**src/lar_cfg.svh**
```systemverilog
// Purpose: timing and layout constants of the readout sequencer
// Assumes: one core clock at 100 MHz
// Notes: counts are in section-clock edges, not core cycles
`ifndef LAR_CFG_SVH
`define LAR_CFG_SVH

// stages per section shift register
`define LAR_STAGES 768
// section-clock edges of integrator reset after start capture
`define LAR_RST_CLKS 18
// width of the per-section edge counter and pixel index
`define LAR_CW 11
// number of sections
`define LAR_NSEC 2
// synchroniser reset level
`define LAR_SYNC_RST 1'b0

`endif

```
**src/lar_pkg.sv**
```systemverilog
// Purpose: types shared by the readout sequencer files
// Assumes: lar_cfg.svh gives widths
// Notes: state is one packed struct, registered as a whole
`include "lar_cfg.svh"

package lar_pkg;

  // gray codes along idle -> read -> tail; tail -> idle flips both bits
  typedef enum logic [1:0] {
    LAR_IDLE = 2'h0,
    LAR_READ = 2'h1,
    LAR_TAIL = 2'h3
  } lar_state_t;

  typedef struct packed {
    lar_state_t [`LAR_NSEC-1:0] st;
    logic [`LAR_NSEC-1:0][`LAR_CW-1:0] cnt;
    logic [`LAR_NSEC-1:0][`LAR_CW-1:0] idx;
    logic [`LAR_NSEC-1:0] oe;
    logic [`LAR_NSEC-1:0] tok;
    logic [`LAR_NSEC-1:0] irst;
    logic [`LAR_NSEC-1:0] hold_stb;
  } lar_regs_t;

endpackage

```
**src/lar_pin_sync.sv**
```systemverilog
// Purpose: two-flop synchroniser with rising-edge detect for pins
// Assumes: pins are asynchronous to core_clk
// Notes: prev is one core cycle older than level
`timescale 1ns/1ps
`include "lar_cfg.svh"

module lar_pin_sync #(
  parameter int W = 1
) (
  input wire logic core_clk,
  input wire logic sys_rst,
  input wire logic [W-1:0] pin_in,
  output logic [W-1:0] level,
  output logic [W-1:0] prev,
  output logic [W-1:0] rise
);

  logic [W-1:0] meta_r;
  logic [W-1:0] level_r;
  logic [W-1:0] prev_r;

  initial begin
    if (W < 1) $error("lar_pin_sync: W must be at least 1");
  end

  // first flop feeds only the second
  always_ff @(posedge core_clk) begin
    if (sys_rst) begin
      meta_r <= {W{`LAR_SYNC_RST}};
      level_r <= {W{`LAR_SYNC_RST}};
      prev_r <= {W{`LAR_SYNC_RST}};
    end else begin
      meta_r <= pin_in;
      level_r <= meta_r;
      prev_r <= level_r;
    end
  end

  assign level = level_r;
  assign prev = prev_r;
  assign rise = level_r & ~prev_r;

endmodule

```
**src/lar_sequencer.sv**
```systemverilog
// Purpose: readout sequencer for a two-section linear photodiode array
// Assumes: section clocks, starts and holds are pins from a controller
// Notes: analog levels are external; this block drives selects and enables
`timescale 1ns/1ps
`include "lar_cfg.svh"

module lar_sequencer
  import lar_pkg::*;
#(
  parameter int PIXELS = `LAR_STAGES,
  parameter int RESET_CLKS = `LAR_RST_CLKS
) (
  input wire logic core_clk,
  input wire logic sys_rst,
  input wire logic section1_clock,
  input wire logic section2_clock,
  input wire logic section1_start_in,
  input wire logic section2_start_in,
  input wire logic section1_hold_in,
  input wire logic section2_hold_in,
  output logic section1_token_out,
  output logic section2_token_out,
  output logic section1_pixel_out_en,
  output logic section2_pixel_out_en,
  output logic [`LAR_CW-1:0] section1_pixel_index,
  output logic [`LAR_CW-1:0] section2_pixel_index,
  output logic section1_integ_reset,
  output logic section2_integ_reset,
  output logic section1_sample_hold,
  output logic section2_sample_hold
);

  localparam int NS = `LAR_NSEC;
  localparam logic [`LAR_CW-1:0] PIX_C = `LAR_CW'(PIXELS);
  localparam logic [`LAR_CW-1:0] LAST_C = `LAR_CW'(PIXELS - 1);
  localparam logic [`LAR_CW-1:0] PRE_C = `LAR_CW'(PIXELS - 2);
  localparam logic [`LAR_CW-1:0] RST_C = `LAR_CW'(RESET_CLKS);
  localparam logic [`LAR_CW-1:0] RST_LAST_C = `LAR_CW'(RESET_CLKS - 1);

  initial begin
    if (PIXELS < 2 || PIXELS + 1 >= (1 << `LAR_CW))
      $error("lar_sequencer: PIXELS out of counter range");
    if (RESET_CLKS < 1 || RESET_CLKS >= PIXELS)
      $error("lar_sequencer: RESET_CLKS must lie below PIXELS");
  end

  logic [NS-1:0] clk_lvl;
  logic [NS-1:0] clk_prev;
  logic [NS-1:0] clk_rise;
  logic [NS-1:0] start_lvl;
  logic [NS-1:0] start_prev;
  logic [NS-1:0] hold_lvl;
  logic [NS-1:0] hold_prev;
  logic [NS-1:0] hold_rise;

  lar_regs_t cur_r;
  lar_regs_t cur_nxt;

  lar_pin_sync #(
    .W(NS)
  ) u_clk_sync (
    .core_clk(core_clk),
    .sys_rst(sys_rst),
    .pin_in({section2_clock, section1_clock}),
    .level(clk_lvl),
    .prev(clk_prev),
    .rise(clk_rise)
  );

  // start is read one core cycle before the edge shows, so a start that
  // drops right after the section edge is still seen as high
  lar_pin_sync #(
    .W(NS)
  ) u_start_sync (
    .core_clk(core_clk),
    .sys_rst(sys_rst),
    .pin_in({section2_start_in, section1_start_in}),
    .level(start_lvl),
    .prev(start_prev),
    .rise()
  );

  lar_pin_sync #(
    .W(NS)
  ) u_hold_sync (
    .core_clk(core_clk),
    .sys_rst(sys_rst),
    .pin_in({section2_hold_in, section1_hold_in}),
    .level(hold_lvl),
    .prev(hold_prev),
    .rise(hold_rise)
  );

  always_comb begin
    cur_nxt = cur_r;
    cur_nxt.hold_stb = '0;
    for (int s = 0; s < NS; s++) begin
      if (hold_rise[s]) begin
        cur_nxt.hold_stb[s] = 1'b1;
      end
      if (clk_rise[s]) begin
        case (cur_r.st[s])
          LAR_IDLE: begin
            // each section takes its own start
            if (start_prev[s]) begin
              cur_nxt.st[s] = LAR_READ;
              cur_nxt.cnt[s] = '0;
              cur_nxt.idx[s] = '0;
              cur_nxt.oe[s] = 1'b1;
              cur_nxt.irst[s] = 1'b1;
            end
          end
          LAR_READ: begin
            cur_nxt.cnt[s] = cur_r.cnt[s] + `LAR_CW'(1);
            if (cur_r.cnt[s] == RST_LAST_C) begin
              cur_nxt.irst[s] = 1'b0;
            end
            // token rides with the last pixel, so a chained section
            // takes it on the following edge and no clock is lost
            if (cur_r.cnt[s] == PRE_C) begin
              cur_nxt.tok[s] = 1'b1;
              cur_nxt.st[s] = LAR_TAIL;
            end
            cur_nxt.idx[s] = cur_r.cnt[s] + `LAR_CW'(1);
          end
          LAR_TAIL: begin
            cur_nxt.cnt[s] = cur_r.cnt[s] + `LAR_CW'(1);
            cur_nxt.tok[s] = 1'b0;
            cur_nxt.oe[s] = 1'b0;
            cur_nxt.st[s] = LAR_IDLE;
          end
          default: begin
            cur_nxt.st[s] = LAR_IDLE;
            cur_nxt.oe[s] = 1'b0;
            cur_nxt.tok[s] = 1'b0;
            cur_nxt.irst[s] = 1'b0;
          end
        endcase
      end
    end
  end

  always_ff @(posedge core_clk) begin
    if (sys_rst) begin
      cur_r <= '0;
    end else begin
      cur_r <= cur_nxt;
    end
  end

  assign section1_token_out = cur_r.tok[0];
  assign section2_token_out = cur_r.tok[1];
  assign section1_pixel_out_en = cur_r.oe[0];
  assign section2_pixel_out_en = cur_r.oe[1];
  assign section1_pixel_index = cur_r.idx[0];
  assign section2_pixel_index = cur_r.idx[1];
  assign section1_integ_reset = cur_r.irst[0];
  assign section2_integ_reset = cur_r.irst[1];
  assign section1_sample_hold = cur_r.hold_stb[0];
  assign section2_sample_hold = cur_r.hold_stb[1];

  genvar g;
  generate
    for (g = 0; g < NS; g++) begin : g_chk

    end
  endgenerate
endmodule

```
**config.mk**
```make
export PLATFORM = sky130hd
export DESIGN_NAME = lar_sequencer
export DESIGN_NICKNAME = d
export VERILOG_FILES = /design/src/lar_pkg.sv /design/src/lar_pin_sync.sv /design/src/lar_sequencer.sv
export VERILOG_INCLUDE_DIRS = /design/src /design/src/src
export SDC_FILE = /design/constraint.sdc
export NUM_CORES = 1
export LEC_CHECK = 0
export BUFFER_PORTS_ARGS = -buffer_cell sky130_fd_sc_hd__buf_2
export CAP_MARGIN = 5
export CORE_ASPECT_RATIO = 0.9
export CORE_MARGIN = 5
export CORE_UTILIZATION = 58
export CTS_BUF_LIST = sky130_fd_sc_hd__clkbuf_8 sky130_fd_sc_hd__clkbuf_16
export CTS_CLUSTER_DIAMETER = 60
export DETAILED_ROUTE_END_ITERATION = 16
export PLACE_DENSITY = 0.82
export RECOVER_POWER = 100
export SETUP_SLACK_MARGIN = 0.3
export SYNTH_ARGS = -nofsm -noshare
export SYNTH_HDL_FRONTEND = slang
export SYNTH_SLANG_ARGS = --single-unit
```
**constraint.sdc**
```tcl
create_clock -name core_clk -period 2.3 [get_ports core_clk]
set_input_delay 0.46 -clock core_clk [delete_from_list [all_inputs] [get_ports core_clk]]
set_output_delay 0.46 -clock core_clk [all_outputs]
set_load 0.01 [all_outputs]
```
======== Yosys cells after proc, flatten, opt, wreduce, memory -nomap -nowiden ========
Cells that the tools add are included.
storage, ports and cells
  RAM bits ................................ 0
  memory bits (read-only) ................. 0
  latch bits .............................. 0
  output and inout port bits .............. 30
  memories kept ........................... 0
  register bits after elaboration ......... 74
operators by class
  reductions and logical operators ........ 20
  div/mod/pow operators ................... 0
  shifts and indexed selects .............. 0
  multiply operators ...................... 0
  $lt $le $gt $ge ......................... 0
  add/sub/neg operators ................... 2
  eq/ne operators ......................... 14
  bitwise logic cells ..................... 10
  muxes and demuxes ....................... 26
operators with widths
  kind                                                                      count
  11-bit one-hot mux with 2 select lines                                    4
  3-bit AND reduction                                                       10
  11-bit by 1-bit adder with 11-bit output (second input constant)          2
  11-bit by 10-bit == test with 1-bit output (second input constant)        2
  11-bit by 5-bit == test with 1-bit output (second input constant)         2
  11-bit two-way mux                                                        2
  1-bit two-way mux                                                         8
  2-bit two-way mux                                                         4
  2-bit inequality test (second input constant)                             4
  1-bit one-hot mux with 2 select lines                                     4
  2-bit one-hot mux with 2 select lines                                     2
  4-bit AND reduction                                                       2
  2-bit nonzero test                                                        4
  1-bit inverter                                                            6
  1-bit one-hot mux with 3 select lines                                     2
  2-bit AND                                                                 2
  2-bit by 1-bit == test with 1-bit output (second input constant)          2
  2-bit == test (second input constant)                                     2
  2-bit zero test                                                           2
  2-bit by 1-bit inequality test with 1-bit output (second input constant)  2
  2-bit inverter                                                            2
  2-bit OR reduction                                                        2

======== Longest topological paths before layout ========
  depth in word-level cells ............... 4
  depth in mapped cells ................... 7
  gate-level depth less buffers ........... 6

======== Cells and area by module ========
A second synthesis with hierarchy kept.
unflattened totals
  cells, all modules ...................... 386
  area total of the unflattened synthesis .. 3448.3 sq um
modules (own cells, without submodules)
  module         sequential area each (sq um)  times used  area an instance (sq um)  cells each
  lar_sequencer  1121.1                        1           2937.8                    344
  lar_pin_sync   120.1                         3           170.2                     14

======== Worst setup path before layout ========
OpenSTA, ideal clock, no wires.
  path type ............................... register -> register
  start point ............................. register cur_r[30] (netlist bit)
  end point ............................... register cur_r, in the netlist section1_pixel_index[8]
  required time ........................... 2238 ps
  arrival ................................. 1611 ps
  cell stages (with the launch flop) ...... 8
  period minus slack after synthesis ...... 1672 ps
  slack ................................... 628 ps
  library setup time ...................... 62 ps
  buffers on the path ..................... 2
  cells stage by stage .................... dfxtp_1 ha_1 buf_2 and3_1 clkbuf_1 nand3_1 or4_1 nand3_1
on the way
  cells in the longest elaborated chain, start to end .. 2
ends and longest elaborated chain
  item                                      line                  text
  start: declaration                        lar_sequencer.sv:56   lar_regs_t cur_r;
  start signal: assignment                  lar_sequencer.sv:147  cur_r <= cur_nxt;
  11-bit by 1-bit adder with 11-bit output  lar_sequencer.sv:124  cur_nxt.idx[s] = cur_r.cnt[s] + `LAR_CW'(1);
  11-bit one-hot mux with 2 select lines    lar_sequencer.sv:102  case (cur_r.st[s])
Every way passes these cells.
A chain may end at the register's enable or synchronous reset.

======== Worst setup path after layout ========
  start point ............................. register cur_r[52] (netlist bit)
  end point ............................... register cur_r, in the netlist section1_pixel_index[9]
on the way
  cells in the longest elaborated chain, start to end .. 3
  elaborated cells between the ends (all ways) .. 6
  those cells by class .................... eq/ne (2); mux (1); reduce/logical (3)
ends and longest elaborated chain
  item                                                                                                     line
  2-bit by 1-bit == test with 1-bit output or 2-bit zero test (tied branches)                              lar_sequencer.sv:102
  2-bit nonzero test (no source line) or 2-bit by 1-bit inequality test with 1-bit output (tied branches)  --
  3-bit AND reduction (no source line)                                                                     --
Several ways; a longest one is shown, not always the timed one.

==> reports/results.txt <==
Final setup viols = 0
Sink Count = 74
Clock buffer count from CTS = 9
IO Port Bufs = 37
Core box area = 5660 um^2
Post-placement setup slack = 0.5409 ns
Fin crit period = 1.876 ns
Commonest non-fill, non-tap cell in the layout = dfxtp_1
# nets final = 405
Top_reg_cell synth = dfxtp_1
Initial Util = 0.5968
Clk_skew = 0.005929 ns
Post-synth EDFFs = 0
Multi-input gate area = 1585 um^2
Seq/Total Area, Yosys = 0.4385
Initial antenna violation count = 0
ANT nets after route = 0
Worst vdd ir = 0.6153 mV
Crit path launch type = flip-flop
Clock Path Buffers = 2
Number of hold buffers added after cts = 0
Critical Path RT = 2.54 ns
TNS Setup = 0 ns
Synth cell types = 44
Synth Instances = 384
Placed insts = 450
Routed WL per cell = 15.09 um
Root Buffer = clkbuf_8
Latest clock arrival within the worst-skew pair = 0.35 ns
Worst Max-Slew Pin Slew = 0.9074 ns
Layout cells sized above 1 = 0.05823
Status = finished clean
Tcrit/Tclk final = 0.8157
Power per Cell Area = 652.6 nW/um^2
Die area = 7453 um^2
GPL Wtd Cong = 0.9010
Setup Buffers After CTS = 0
Crit-path max FO = 11
# Max-Cap Violations = 0
Initial DRC count = 242
Gr ovfl total = 0
Max reg flops = 26
Rel. slew slack = 0.3951
Delay of the slowest cell on the worst path = 0.50 ns
Layout Area Growth over Synthesis = 5.222%
Layout filler cell count = 527
RSZ-0062 raised after global routing = false
HPWL after DPL = 4794 um
Max H-tree Level = 3
Total number of vias = 2749
CP max stage cell = dfxtp_1
Gr usage total = 0.1989
Max Clock Freq = 0.5330 GHz
Pin count of the biggest net entering global routing = 52
Post-route DRC = 0
Worst setup margin = 0.4238 ns
CTS tree = yes
Drt pass-1 iters = 5
Post-Route WL = 7015 um
Via/cell ratio = 5.912
Final std cells w/o fill = 465
Synth Area per Inst = 8.798 um^2
Biggest register = cur_r
Hold WC Path Type = in2reg
Reg clk slew, reported paths = 0.07 ns
Max Slew Vio Count = 0
# diodes = 0
CP arrival = 2.12 ns
Die height = 82.40 um
Syn nets = 398
Row count = 26
CP Class = reg2reg
Setup crit end kind = flip-flop
Count of yosys warnings during synthesis = 0
Global-route wire length before repair = 11900 um
Final Hold Fails = 0
Seq. cell area = 1481 um^2
Top Ports = 38
Width of the chip = 90.45 um
Power Total = 2.320 mW
Post-CTS Resized = 0
CP cell instances = nand3b_1 > nor2_1 > clkbuf_1 > nand3_1 > o311ai_0
Via count of the first global-routing pass = 2511
Async set or reset register ratio after synthesis = 0
Post-Syn Area = 3378 um^2
Register bit count reported by yosys = 74
Most frequent cells in the layout = dfxtp_1 (74), nor2_1 (36), clkbuf_1 (35)
Leakage power = 1.232 nW
worst max-delay path: cells and delay by family, from the launching register on:
| kind | cells | cell delay, ns |
|---|---|---|
| DFF | 1 | 0.50 |
| and+or+nand+nor | 3 | 0.87 |
| buffers and inverters | 1 | 0.29 |
| AOI/OAI and AO/OA | 1 | 0.11 |
final cells by class:
class / count / share of cell area
clock buffers: 10 / 0.03872
multi-input cells: 254 / 0.4460
clock inverters: 5 / 0.01338
repair buffers: 45 / 0.05315
inverters: 7 / 0.007392
flip-flops and latches: 74 / 0.4168
well taps: 70 / 0.02464
metal layers:
metal | track usage | share of wire | routed length [um]
met3 | 0.07337 | 0.093 | 654
met5 | 0 | 0 | 0
met2 | 0.3034 | 0.42 | 2980
met1 | 0.2618 | 0.47 | 3297
met4 | 0.06845 | 0.012 | 82
power by group:
part,internal [mW],switching [mW]
registers,1.29,0.00541
logic,0.0221,0.0338
clock network,0.513,0.450
total,1.83,0.490
cell families after synthesis:
group           synth area share
simple gates              0.2626
flops                     0.4385
compound gates            0.1426
buf+inv                  0.09148
xor+xnor                 0.03370
fa+ha+maj                0.02222
mux                     0.008889
through the flow:
| step | utilization | instance area (um^2) | hold slack, ns |
|---|---|---|---|
| finish | 0.6280 | 3555 | 0.3165 |
| global route | 0.6280 | 3555 | 0.2979 |
| floorplan | - | 3378 | 0.3674 |
| CTS | 0.6384 | 3613 | 0.3047 |
| detailed placement | 0.6057 | 3428 | 0.3831 |
| global placement | 0.6057 | 3428 | 0.3746 |
synth_stat cells (all sizes together), types with 2 or more instances:
library cell,count,area (um^2)
o2bb2ai,5,43.79
nand2,20,75.07
buf,31,215.2
a41oi,3,26.28
nor2b,24,150.1
xnor2,5,43.79
nand2b,4,25.02
clkbuf,18,67.56
or4,3,22.52
mux2i,3,30.03
a31oi,8,50.05
o311ai,2,17.52
and4,4,35.03
and3,4,25.02
nor2,36,137.6
or4b,2,20.02
a22oi,9,67.56
o21ai,13,65.06
nor3,4,20.02
a311oi,6,52.55
nand3,17,85.08
dfxtp,74,1481
nor4,3,18.77
xor2,8,70.07
a21oi,19,95.09
inv,7,26.28
o21a,3,22.52
or3,9,56.30
nor4b,3,26.28
ha,6,75.07
nand4,7,43.79
nand3b,13,97.59
nand4b,3,26.28
final timing paths:
path,start,endpoint,slack [ns],cells after the start
worst max register to register,cur_r[52],section1_pixel_index[9],0.42,5
worst max-delay path,cur_r[52],section1_pixel_index[9],0.42,5
worst min-delay path,section2_clock,u_clk_sync.meta_r[1],0.32,2
worst min register to register,u_hold_sync.prev[1],section2_sample_hold,0.39,1
Power figures use the tool's default switching activity.
